[config.mk]
export PLATFORM = sky130hd
export DESIGN_NAME = cpu_exception_sequencer
export DESIGN_NICKNAME = d
export VERILOG_FILES = /design/src/pkg/exc_seq_pkg.sv /design/src/pkg/vec_info_if.sv /design/src/verilog/cpu_exception_sequencer.sv /design/src/verilog/exc_vector_decode.sv /design/src/verilog/irq_first_guard.sv
export SDC_FILE = /design/constraint.sdc
export NUM_CORES = 1
export LEC_CHECK = 0
export BUFFER_PORTS_ARGS = -buffer_cell sky130_fd_sc_hd__clkbuf_2
export CAP_MARGIN = 20
export CELL_PAD_IN_SITES_DETAIL_PLACEMENT = 2
export CELL_PAD_IN_SITES_GLOBAL_PLACEMENT = 2
export CORE_ASPECT_RATIO = 0.5
export CORE_MARGIN = 3
export CORE_UTILIZATION = 32
export DETAILED_ROUTE_END_ITERATION = 7
export PLACE_DENSITY = 0.81
export SLEW_MARGIN = 20
export SYNTH_ARGS = -nofsm -noshare
export SYNTH_HDL_FRONTEND = slang
export SYNTH_SLANG_ARGS = --single-unit
[constraint.sdc]
create_clock -name sys_clk -period 5.4 [get_ports sys_clk]
set_input_delay 1.08 -clock sys_clk [delete_from_list [all_inputs] [get_ports sys_clk]]
set_output_delay 1.08 -clock sys_clk [all_outputs]
set_load 0.02 [all_outputs]
[src/pkg/exc_seq_pkg.sv]
package exc_seq_pkg;
    // ---------------------------------------------------------------
    // Widths and table geometry
    // ---------------------------------------------------------------
    localparam int             ADDR_W        = 32;
    localparam int             VEC_W         = 8;
    localparam int             BASE_LSB      = 20;              // 1 Mbyte table alignment
    localparam int             BASE_W        = ADDR_W - BASE_LSB;
    localparam int             VEC_SHIFT     = 2;               // Four bytes per vector
    localparam logic [31:0]    FRAME_BYTES   = 32'h0000_0008;
    localparam logic [31:0]    WORD_BYTES    = 32'h0000_0004;
    localparam logic [31:0]    ALIGN_MASK    = 32'hFFFF_FFFC;
    localparam logic [1:0]     FMT_HI        = 2'h1;            // Format 01xx
    localparam logic [3:0]     FLT_NONE      = 4'h0;

    // ---------------------------------------------------------------
    // Status word fields
    // ---------------------------------------------------------------
    localparam int             PSW_T         = 15;
    localparam int             PSW_S         = 13;
    localparam int             PSW_M         = 12;
    localparam int             PSW_IPL_HI    = 10;
    localparam int             PSW_IPL_LO    = 8;

    // ---------------------------------------------------------------
    // Vector numbers
    // ---------------------------------------------------------------
    localparam logic [7:0]     VEC_ACCESS    = 8'h02;
    localparam logic [7:0]     VEC_ADDRESS   = 8'h03;
    localparam logic [7:0]     VEC_ILLEGAL   = 8'h04;
    localparam logic [7:0]     VEC_DIVZERO   = 8'h05;
    localparam logic [7:0]     VEC_PRIV      = 8'h08;
    localparam logic [7:0]     VEC_TRACE     = 8'h09;
    localparam logic [7:0]     VEC_LINEA     = 8'h0A;
    localparam logic [7:0]     VEC_LINEF     = 8'h0B;
    localparam logic [7:0]     VEC_DEBUG     = 8'h0C;
    localparam logic [7:0]     VEC_FORMAT    = 8'h0E;
    localparam logic [7:0]     VEC_SPURIOUS  = 8'h18;
    localparam logic [7:0]     VEC_TRAP0     = 8'h20;
    localparam logic [7:0]     VEC_PERIPH0   = 8'h40;           // First peripheral vector

    // Vector fetch cycle address: level in bits 4:2 of this window
    localparam logic [31:0]    ACK_BASE      = 32'hFFFF_FFE0;
    localparam int             ACK_LVL_LSB   = 2;

    // Fault status codes
    localparam logic [3:0]     FLT_IFETCH    = 4'h4;
    localparam logic [3:0]     FLT_OPWRITE   = 4'h8;
    localparam logic [3:0]     FLT_WPROT     = 4'h9;
    localparam logic [3:0]     FLT_OPREAD    = 4'hC;

    // Exception causes presented by the core
    typedef enum logic [3:0] {
        CAUSE_ACCESS   = 4'b0000,
        CAUSE_ADDRESS  = 4'b0001,
        CAUSE_ILLEGAL  = 4'b0010,
        CAUSE_DIVZERO  = 4'b0011,
        CAUSE_PRIV     = 4'b0100,
        CAUSE_TRACE    = 4'b0101,
        CAUSE_LINEA    = 4'b0110,
        CAUSE_LINEF    = 4'b0111,
        CAUSE_DEBUG    = 4'b1000,
        CAUSE_FORMAT   = 4'b1001,
        CAUSE_TRAP     = 4'b1010,
        CAUSE_IRQ      = 4'b1011,
        CAUSE_RESET    = 4'b1100
    } cause_t;

    // Fault kinds for access errors
    typedef enum logic [1:0] {
        FAULT_IFETCH   = 2'b00,
        FAULT_OPWRITE  = 2'b01,
        FAULT_WPROT    = 2'b10,
        FAULT_OPREAD   = 2'b11
    } fault_t;

    // Core bus read/write command
    typedef enum logic [1:0] {
        BUS_IDLE       = 2'b00,
        BUS_READ       = 2'b01,
        BUS_WRITE      = 2'b10
    } buscmd_t;
endpackage

[src/pkg/vec_info_if.sv]
`timescale 1ns/10ps
// Carries cause decode between the sequencer and its vector decoder
interface vec_info_if;
    import exc_seq_pkg::*;
    cause_t     cause;
    logic [3:0] trapNum;
    fault_t     faultKind;
    logic [7:0] vector;
    logic       stackNext;
    logic [3:0] faultCode;
    logic       usesAck;

    modport seq (output cause, output trapNum, output faultKind,
                 input vector, input stackNext, input faultCode, input usesAck);
    modport dec (input cause, input trapNum, input faultKind,
                 output vector, output stackNext, output faultCode, output usesAck);
endinterface

[src/verilog/cpu_exception_sequencer.sv]
`timescale 1ns/10ps
module cpu_exception_sequencer (
    input  wire logic                    sys_clk,       // Core clock, 125 MHz
    input  wire logic                    resetn,        // Async reset, active low
    input  wire logic                    excReq,        // Exception request pulse
    input  wire exc_seq_pkg::cause_t     excCause,      // Exception cause
    input  wire exc_seq_pkg::fault_t     faultKind,     // Access error kind
    input  wire logic [3:0]              trapNum,       // Trap instruction number
    input  wire logic [2:0]              irqLevel,      // Level being taken
    input  wire logic [31:0]             faultPc,       // Faulting instruction address
    input  wire logic [31:0]             nextPc,        // Following instruction address
    input  wire logic [15:0]             processor_status_word, // Current status word
    input  wire logic [31:0]             supervisor_stack_ptr,  // Current stack pointer
    input  wire logic [11:0]             vector_table_base,     // Table base, bits 31:20
    input  wire logic                    instrDone,     // Core retired an instruction
    output exc_seq_pkg::buscmd_t         busCmd,        // Core bus command
    output logic [31:0]                  busAddr,       // Core bus address
    output logic [31:0]                  busWdata,      // Core bus write data
    output logic                         vector_fetch_cycle, // Acknowledge read marker
    input  wire logic                    busAck,        // Bus cycle done
    input  wire logic [31:0]             busRdata,      // Bus read data
    output logic                         seqBusy,       // Holds off instruction issue
    output logic                         statusLoad,    // Pulse: load new status word
    output logic [15:0]                  newStatus,     // New status word
    output logic                         stackLoad,     // Pulse: load stack pointer
    output logic [31:0]                  newStackPtr,   // New stack pointer
    output logic                         pcLoad,        // Pulse: start handler fetch
    output logic [31:0]                  handlerPc,     // Handler address
    output logic                         irqInhibit,    // No interrupt sampling
    output logic [7:0]                   lastVector     // Vector of last exception
);
    import exc_seq_pkg::*;

    // ---------------------------------------------------------------
    // Sequencer states
    // ---------------------------------------------------------------
    typedef enum logic [2:0] {
        ST_IDLE    = 3'b000,
        ST_SAVE    = 3'b001,
        ST_VECTOR  = 3'b010,
        ST_PUSH_PC = 3'b011,
        ST_PUSH_FV = 3'b100,
        ST_FETCH   = 3'b101,
        ST_RST_SP  = 3'b110,
        ST_RST_PC  = 3'b111
    } state_t;

    state_t       state;
    state_t       next_state;
    cause_t       cause;
    logic [3:0]   trapHeld;
    fault_t       faultHeld;
    logic [2:0]   levelHeld;
    logic [31:0]  savedPc;
    logic [31:0]  nextPcHeld;
    logic [15:0]  savedStatus;
    logic [31:0]  origStack;
    logic [7:0]   vector;
    logic         handlerEntry;
    logic [31:0]  frameBase;
    logic [3:0]   formatField;

    vec_info_if info ();

    // Decoder sees only the held request, never the live inputs
    assign info.cause     = cause;
    assign info.trapNum   = trapHeld;
    assign info.faultKind = faultHeld;

    // ---------------------------------------------------------------
    // Sub-blocks
    // ---------------------------------------------------------------
    exc_vector_decode u_decode (
        .info (info)
    );

    irq_first_guard u_guard (
        .sys_clk      (sys_clk),
        .resetn       (resetn),
        .handlerEntry (handlerEntry),
        .instrDone    (instrDone),
        .irqInhibit   (irqInhibit)
    );

    // ---------------------------------------------------------------
    // Frame layout
    // ---------------------------------------------------------------
    // Frame lands below the aligned original pointer
    assign frameBase   = (origStack & ALIGN_MASK) - FRAME_BYTES;
    assign formatField = {FMT_HI, origStack[1:0]};

    // ---------------------------------------------------------------
    // Request capture
    // ---------------------------------------------------------------
    // Latched at request so the core may move on its inputs
    always_ff @(posedge sys_clk or negedge resetn) begin
        if (!resetn) begin
            cause     <= CAUSE_ACCESS;
            trapHeld  <= 4'h0;
            faultHeld <= FAULT_IFETCH;
            levelHeld <= 3'h0;
            savedPc   <= 32'h0000_0000;
            nextPcHeld <= 32'h0000_0000;
            origStack <= 32'h0000_0000;
        end else if (state == ST_IDLE && excReq) begin
            cause     <= excCause;
            trapHeld  <= trapNum;
            faultHeld <= faultKind;
            levelHeld <= irqLevel;
            origStack <= supervisor_stack_ptr;
            // Both kept; the decoder picks one when the frame is pushed
            savedPc    <= faultPc;
            nextPcHeld <= nextPc;
        end
    end

    // Status copy taken before any change of mode
    always_ff @(posedge sys_clk or negedge resetn) begin
        if (!resetn) begin
            savedStatus <= 16'h0000;
        end else if (state == ST_IDLE && excReq) begin
            savedStatus <= processor_status_word;
        end
    end

    // ---------------------------------------------------------------
    // State machine
    // ---------------------------------------------------------------
    always_ff @(posedge sys_clk or negedge resetn) begin
        if (!resetn) begin
            state <= ST_IDLE;
        end else begin
            state <= next_state;
        end
    end

    // Strict step order, one bus cycle at a time
    always_comb begin
        next_state = state;
        case (state)
            ST_IDLE: begin
                if (excReq) begin
                    next_state = ST_SAVE;
                end
            end
            ST_SAVE: begin
                if (cause == CAUSE_RESET) begin
                    next_state = ST_RST_SP;
                end else begin
                    next_state = ST_VECTOR;
                end
            end
            // Acknowledge read only for interrupts; faults pass in one cycle
            ST_VECTOR: begin
                if (!info.usesAck || busAck) begin
                    next_state = ST_PUSH_PC;
                end
            end
            ST_PUSH_PC: begin
                if (busAck) begin
                    next_state = ST_PUSH_FV;
                end
            end
            ST_PUSH_FV: begin
                if (busAck) begin
                    next_state = ST_FETCH;
                end
            end
            ST_FETCH: begin
                if (busAck) begin
                    next_state = ST_IDLE;
                end
            end
            ST_RST_SP: begin
                if (busAck) begin
                    next_state = ST_RST_PC;
                end
            end
            ST_RST_PC: begin
                if (busAck) begin
                    next_state = ST_IDLE;
                end
            end
            default: next_state = ST_IDLE;
        endcase
    end

    // Vector: internal at save, or from acknowledge answer
    always_ff @(posedge sys_clk or negedge resetn) begin
        if (!resetn) begin
            vector <= 8'h00;
        end else if (state == ST_SAVE) begin
            vector <= (cause == CAUSE_RESET) ? 8'h00 : info.vector;
        end else if (state == ST_VECTOR && info.usesAck && busAck) begin
            // Low byte only; answers of 64 and up are peripheral sources
            vector <= busRdata[VEC_W-1:0];
        end
    end

    // Vector of the last completed sequence, visible to software
    always_ff @(posedge sys_clk or negedge resetn) begin
        if (!resetn) begin
            lastVector <= 8'h00;
        end else if (handlerEntry) begin
            lastVector <= vector;
        end
    end

    // ---------------------------------------------------------------
    // Status word update
    // ---------------------------------------------------------------
    // Registered from the save step; pulses one cycle later, in the vector step (with the acknowledge read for interrupts) or with the reset stack read
    always_ff @(posedge sys_clk or negedge resetn) begin
        if (!resetn) begin
            statusLoad <= 1'b0;
            newStatus  <= 16'h0000;
        end else begin
            statusLoad <= (state == ST_SAVE);
            if (state == ST_SAVE) begin
                newStatus        <= savedStatus;
                newStatus[PSW_S] <= 1'b1;
                newStatus[PSW_T] <= 1'b0;
                if (cause == CAUSE_IRQ) begin
                    newStatus[PSW_M] <= 1'b0;
                    newStatus[PSW_IPL_HI:PSW_IPL_LO] <= levelHeld;
                end
            end
        end
    end

    // ---------------------------------------------------------------
    // Core bus drive
    // ---------------------------------------------------------------
    always_comb begin
        busCmd             = BUS_IDLE;
        busAddr            = 32'h0000_0000;
        busWdata           = 32'h0000_0000;
        vector_fetch_cycle = 1'b0;
        case (state)
            // Level rides in the address; the answer carries the vector
            ST_VECTOR: begin
                if (info.usesAck) begin
                    busCmd             = BUS_READ;
                    vector_fetch_cycle = 1'b1;
                    busAddr            = ACK_BASE |
                                         (ADDR_W'(levelHeld) << ACK_LVL_LSB);
                end
            end
            // Fault or next address, as the decoder marks the cause
            ST_PUSH_PC: begin
                busCmd   = BUS_WRITE;
                busAddr  = frameBase + WORD_BYTES;
                busWdata = info.stackNext ? nextPcHeld
                                          : savedPc;
            end
            // Lower longword last, so the pointer drops once the frame is whole
            ST_PUSH_FV: begin
                busCmd   = BUS_WRITE;
                busAddr  = frameBase;
                busWdata = {formatField, info.faultCode,
                            vector, savedStatus};
            end
            ST_FETCH: begin
                busCmd  = BUS_READ;
                busAddr = {vector_table_base, {(BASE_LSB-VEC_W-VEC_SHIFT){1'b0}},
                           vector, {VEC_SHIFT{1'b0}}};
            end
            // Reset reads the first two table words; no frame is pushed
            ST_RST_SP: begin
                busCmd  = BUS_READ;
                busAddr = {vector_table_base, {BASE_LSB{1'b0}}};
            end
            ST_RST_PC: begin
                busCmd  = BUS_READ;
                busAddr = {vector_table_base, {BASE_LSB{1'b0}}} | WORD_BYTES;
            end
            default: busCmd = BUS_IDLE;
        endcase
    end

    // Issue held off for the whole sequence
    assign seqBusy = (state != ST_IDLE);

    // Handler entry marks the end of exception processing
    assign handlerEntry = ((state == ST_FETCH) || (state == ST_RST_PC)) && busAck;

    // ---------------------------------------------------------------
    // Results to the core
    // ---------------------------------------------------------------
    // Pointer moves only after the second write, or the reset stack read, is acknowledged
    always_ff @(posedge sys_clk or negedge resetn) begin
        if (!resetn) begin
            stackLoad   <= 1'b0;
            newStackPtr <= 32'h0000_0000;
        end else begin
            stackLoad <= 1'b0;
            if (state == ST_PUSH_FV && busAck) begin
                stackLoad   <= 1'b1;
                newStackPtr <= frameBase;
            end else if (state == ST_RST_SP && busAck) begin
                stackLoad   <= 1'b1;
                newStackPtr <= busRdata;
            end
        end
    end

    // Handler address starts the first opcode fetch
    always_ff @(posedge sys_clk or negedge resetn) begin
        if (!resetn) begin
            pcLoad    <= 1'b0;
            handlerPc <= 32'h0000_0000;
        end else begin
            pcLoad <= handlerEntry;
            if (handlerEntry) begin
                handlerPc <= busRdata;
            end
        end
    end

endmodule

[src/verilog/exc_vector_decode.sv]
`timescale 1ns/10ps
module exc_vector_decode (
    vec_info_if.dec info    // Cause in, vector and frame fields out
);
    import exc_seq_pkg::*;

    // Internal vector, no bus cycle needed, except interrupts, which take the acknowledge read
    always_comb begin
        info.vector    = VEC_ACCESS;
        info.stackNext = 1'b0;
        info.usesAck   = 1'b0;
        case (info.cause)
            CAUSE_ACCESS:  info.vector = VEC_ACCESS;
            CAUSE_ADDRESS: info.vector = VEC_ADDRESS;
            CAUSE_ILLEGAL: info.vector = VEC_ILLEGAL;
            CAUSE_DIVZERO: info.vector = VEC_DIVZERO;
            CAUSE_PRIV:    info.vector = VEC_PRIV;
            CAUSE_LINEA:   info.vector = VEC_LINEA;
            CAUSE_LINEF:   info.vector = VEC_LINEF;
            CAUSE_FORMAT:  info.vector = VEC_FORMAT;
            CAUSE_TRACE: begin
                info.vector    = VEC_TRACE;
                info.stackNext = 1'b1;
            end
            CAUSE_DEBUG: begin
                info.vector    = VEC_DEBUG;
                info.stackNext = 1'b1;
            end
            CAUSE_TRAP: begin
                info.vector    = VEC_TRAP0 | {4'h0, info.trapNum};
                info.stackNext = 1'b1;
            end
            CAUSE_IRQ: begin
                info.usesAck   = 1'b1;
                info.stackNext = 1'b1;
            end
            default:       info.vector = VEC_ACCESS;
        endcase
    end

    // Fault status only for access errors; address errors get none
    always_comb begin
        info.faultCode = FLT_NONE;
        if (info.cause == CAUSE_ACCESS) begin
            case (info.faultKind)
                FAULT_IFETCH:  info.faultCode = FLT_IFETCH;
                FAULT_OPWRITE: info.faultCode = FLT_OPWRITE;
                FAULT_WPROT:   info.faultCode = FLT_WPROT;
                FAULT_OPREAD:  info.faultCode = FLT_OPREAD;
                default:       info.faultCode = FLT_NONE;
            endcase
        end else if (info.cause == CAUSE_ADDRESS) begin
            info.faultCode = FLT_NONE;
        end
    end
endmodule

[src/verilog/irq_first_guard.sv]
`timescale 1ns/10ps
module irq_first_guard (
    input  wire logic sys_clk,        // Core clock
    input  wire logic resetn,         // Async reset, active low
    input  wire logic handlerEntry,   // Pulse when sequence ends
    input  wire logic instrDone,      // Core retired an instruction
    output logic      irqInhibit      // Holds off interrupt sampling
);
    // Inhibit stays up across the handler's first instruction
    always_ff @(posedge sys_clk or negedge resetn) begin
        if (!resetn) begin
            irqInhibit <= 1'b0;
        end else if (handlerEntry) begin
            irqInhibit <= 1'b1;
        end else if (instrDone) begin
            irqInhibit <= 1'b0;
        end
    end
endmodule
==> impl_metrics.json <==
{
  "rr_endpoint": "newStackPtr[17]$_DFFE_PN0P_",
  "worstSkewPairLatency_ns": 0.55,
  "grt_pass1_wl_um": 68200,
  "post-route-period-util_pct": 97.2,
  "grt_max_degree": 96,
  "crit_chain": "or4_4, nor4_4, xnor2_1, or3_4, or3_4, or4b_1, xor2_1, o21ai_1, clkbuf_2",
  "gp_congestion": 0.850,
  "synthTopCellsByArea": "dfrtp_1, mux2_2, nand2_1, o21ai_0, mux2i_1",
  "worst_pin_slew_ns": 0.835,
  "async_reset_ff_share_pct": 100,
  "finalHoldViolations": 0,
  "r2r_slack_ns": 1.91,
  "synth_top_area_share_pct": 49.7,
  "cts_tree": "yes",
  "grt_pass1_vias": 11100,
  "path_class": "reg2out",
  "grt.total_usage_pct": 23.0,
  "grt_setup_unrepaired": "no",
  "critPathMaxStageDelay_ns": 0.64,
  "critPathArrivalTime_ns": 4.17,
  "yosys.area.top_type": "dfrtp_1",
  "drt_pre_antenna_iters": 5,
  "antenna_found_initial": 6,
  "skew_ns": 0.0166,
  "die_h_um": 140,
  "post-dp-hpwl_um": 33300,
  "crit_start": "origStack[9]$_DFFE_PN0P_",
  "initial_core_util_pct": 32.8,
  "fin_ws_ns": 0.152,
  "drive_gt1_share_pct": 41.5,
  "gr-usage-met2_pct": 43.8,
  "synth_warnings": 0,
  "worstSetupStartpointType": "flip-flop",
  "dieArea_um2": 38200,
  "die_w_um": 273,
  "io_buffers": 330,
  "slew_headroom_pct": 44.3,
  "p_per_area_nw_per_um2": 670,
  "core_area_um2": 34800,
  "status": "finished, final reports clean",
  "use_met3_pct": 2.98,
  "drt-initial-drc-count": 484,
  "yosys.cell_types.count": 64,
  "critPathCapture": "busAddr[31]",
  "min_period_ns": 5.25,
  "wire_per_inst_um": 24.2,
  "hp-class": "reg2reg",
  "peakVddDrop_mv": 0.240,
  "cp.depth": 9,
  "fin_nets": 1552,
  "row_count": 48,
  "top_usage_layer": "met2",
  "leakagePower_uw": 0.00681,
  "critical_path.top_delay_family": "simple AND/OR/NAND/NOR gates",
  "ys_seq_area_share_pct": 49.7,
  "worst_path_max_delay_cell": "or4_4",
  "detail-route-antenna-nets": 0,
  "io_pins": 334,
  "post-place-ws_ns": 0.444,
  "max_freq_mhz": 191,
  "ys_ff_latch": 227,
  "netlist_instances": 1072,
  "path_buf_inv": 1,
  "clockBufferDepth": 3,
  "syn_area_per_cell_um2": 10.7,
  "ys.flop_type": "dfrtp_1",
  "vias": 9924,
  "cts-hold-fix-buffers": 0,
  "r2r_start": "state[1]$_DFFE_PN0P_",
  "cts_htree_levels": 1,
  "cp_common_cell": "or3_4",
  "wl_um": 45300,
  "critPathCaptureType": "output pin",
  "synth_edf_count": 0,
  "via_per_inst": 5.31,
  "tns_ns": 0,
  "areaGrowthSynthToFinish_pct": 26.4,
  "drv_cap": 0,
  "drc_errors": 0,
  "overflow": 0,
  "cts_root_buf": "clkbuf_16",
  "critPathMaxFanout": 7,
  "synth_area_um2": 11400,
  "clkSinkCount": 227,
  "cts_buffers": 24,
  "drv_slew": 0,
  "gr-usage-met1_pct": 25.5,
  "required_ns": 4.32,
  "setup_violations": 0,
  "rr_worst_depth": 8,
  "clk_pin_slew_worst_paths_ns": 0.07
}
-- flip-flops by register name (all words and copies together), names as in the netlist, 2 cells and up --
name	cells
handlerPc	32
newStackPtr	32
nextPcHeld	32
origStack	32
savedPc	32
savedStatus	16
newStatus	15
lastVector	8
vector	8
cause	4
info.trapNum	4
levelHeld	3
state	3
faultHeld	2
-- Yosys cell counts (all sizes together) (14+ instances only) --
cell / n
o21ai: 97
xor2: 18
mux2: 146
clkbuf: 68
nor2: 30
nor3: 15
mux2i: 38
dfrtp: 227
a221oi: 23
buf: 14
nand2: 136
nand3: 28
o22ai: 20
inv: 28
xnor2: 33
a21oi: 18
-- cell type report --
type / instances / area, µm²
Antenna cell: 6 / 15.0
Clock buffer: 32 / 681
Clock inverter: 9 / 88.8
Fill cell: 3723 / 20400
Inverter: 29 / 109
Multi-Input combinational cell: 736 / 5400
Sequential cell: 227 / 5680
Tap cell: 475 / 594
Timing Repair Buffer: 356 / 1870
-- per-layer routing --
metal  routed length [µm]  vias up  part of all wire [%]
met4                 2110        0                   4.7
met5                    0        -                     0
li1                     -     4446                     -
met3                 1750      107                   3.9
met2                24500      265                    54
met1                16900     5106                    37
-- power by group --
| group | switching [µW] | internal [µW] |
|---|---|---|
| clock | 751 | 936 |
| combinational | 2860 | 1790 |
| sequential | 792 | 2530 |
| total | 4410 | 5260 |
-- worst register-to-register path, cell delays in order (launching register included) --
cell      delay [ns]
dfrtp_1         0.36
buf_4           0.24
inv_1           0.11
buf_4           0.30
and3_2          0.81
buf_4           0.37
and2_1          0.69
a221oi_1        0.27
a21o_1          0.22
-- through the flow --
step / total power (µW) / std cells / cell area (µm²) / utilization [%] / hold WS (ns)
5_1_grt: 10300 / 1870 / 14400 / 41.5 / 0.502
2_1_floorplan: 6160 / 1074 / 11400 / - / 0.457
3_5_place_dp: 7920 / 1818 / 13500 / 38.9 / 0.459
6_report: 9670 / 1870 / 14400 / 41.5 / 0.481
3_3_place_gp: 7640 / 1818 / 13500 / 38.9 / 0.453
4_1_cts: 9690 / 1862 / 14300 / 41.2 / 0.482
-- layout by cell type (no fill, tap or decap), drive strengths merged, types with 4 or more instances in the layout --
cell,count
a21o,12
a21oi,18
a221oi,23
a31oi,6
and2,4
and3,4
buf,27
clkbuf,361
clkinv,7
dfrtp,227
diode,6
ha,4
inv,30
mux2,146
mux2i,38
nand2,136
nand2b,4
nand3,28
nand4,9
nor2,30
nor3,15
nor4,12
o211ai,4
o21ai,97
o221ai,11
o22ai,20
or3,8
or4,10
xnor2,33
xor2,18
-- worst min-delay path by stage --
stage                     slack (ns)  depth (start not counted)                         to                        from
after floorplan                 0.46                          2   newStatus[0]$_DFFE_PN0P_  savedStatus[0]$_DFFE_PN0P_
after global placement          0.45                          1  newStatus[13]$_DFFE_PN0P_   newStatus[13]$_DFFE_PN0P_
after detailed placement        0.46                          1  newStatus[13]$_DFFE_PN0P_   newStatus[13]$_DFFE_PN0P_
after CTS                       0.48                          1  newStatus[13]$_DFFE_PN0P_   newStatus[13]$_DFFE_PN0P_
after global routing            0.50                          1  newStatus[13]$_DFFE_PN0P_   newStatus[13]$_DFFE_PN0P_
final                           0.48                          1  newStatus[13]$_DFFE_PN0P_   newStatus[13]$_DFFE_PN0P_
-- what timing repair did --
item | in CTS | in global routing
pin swaps | 0 | 2
endpoints found under the hold margin | 0 | 0
resized for setup | 5 | 13
setup buffers | 3 | 2
endpoints found under the setup margin | 2 | 7
-- cells by family (layout without fill, tap and decap cells) --
family          Yosys count  count (layout)  synth area share (%)
flops                   227             227                  49.7
mux                     184             184                  17.7
fa+ha+maj                 4               4                 0.438
xor+xnor                 51              51                  3.91
buf+inv                 111             426                  4.12
compound gates          214             214                  11.8
other cells               1               9                0.0328
simple gates            280             280                  12.3
No activity file was read; power rests on OpenSTA's default activity.
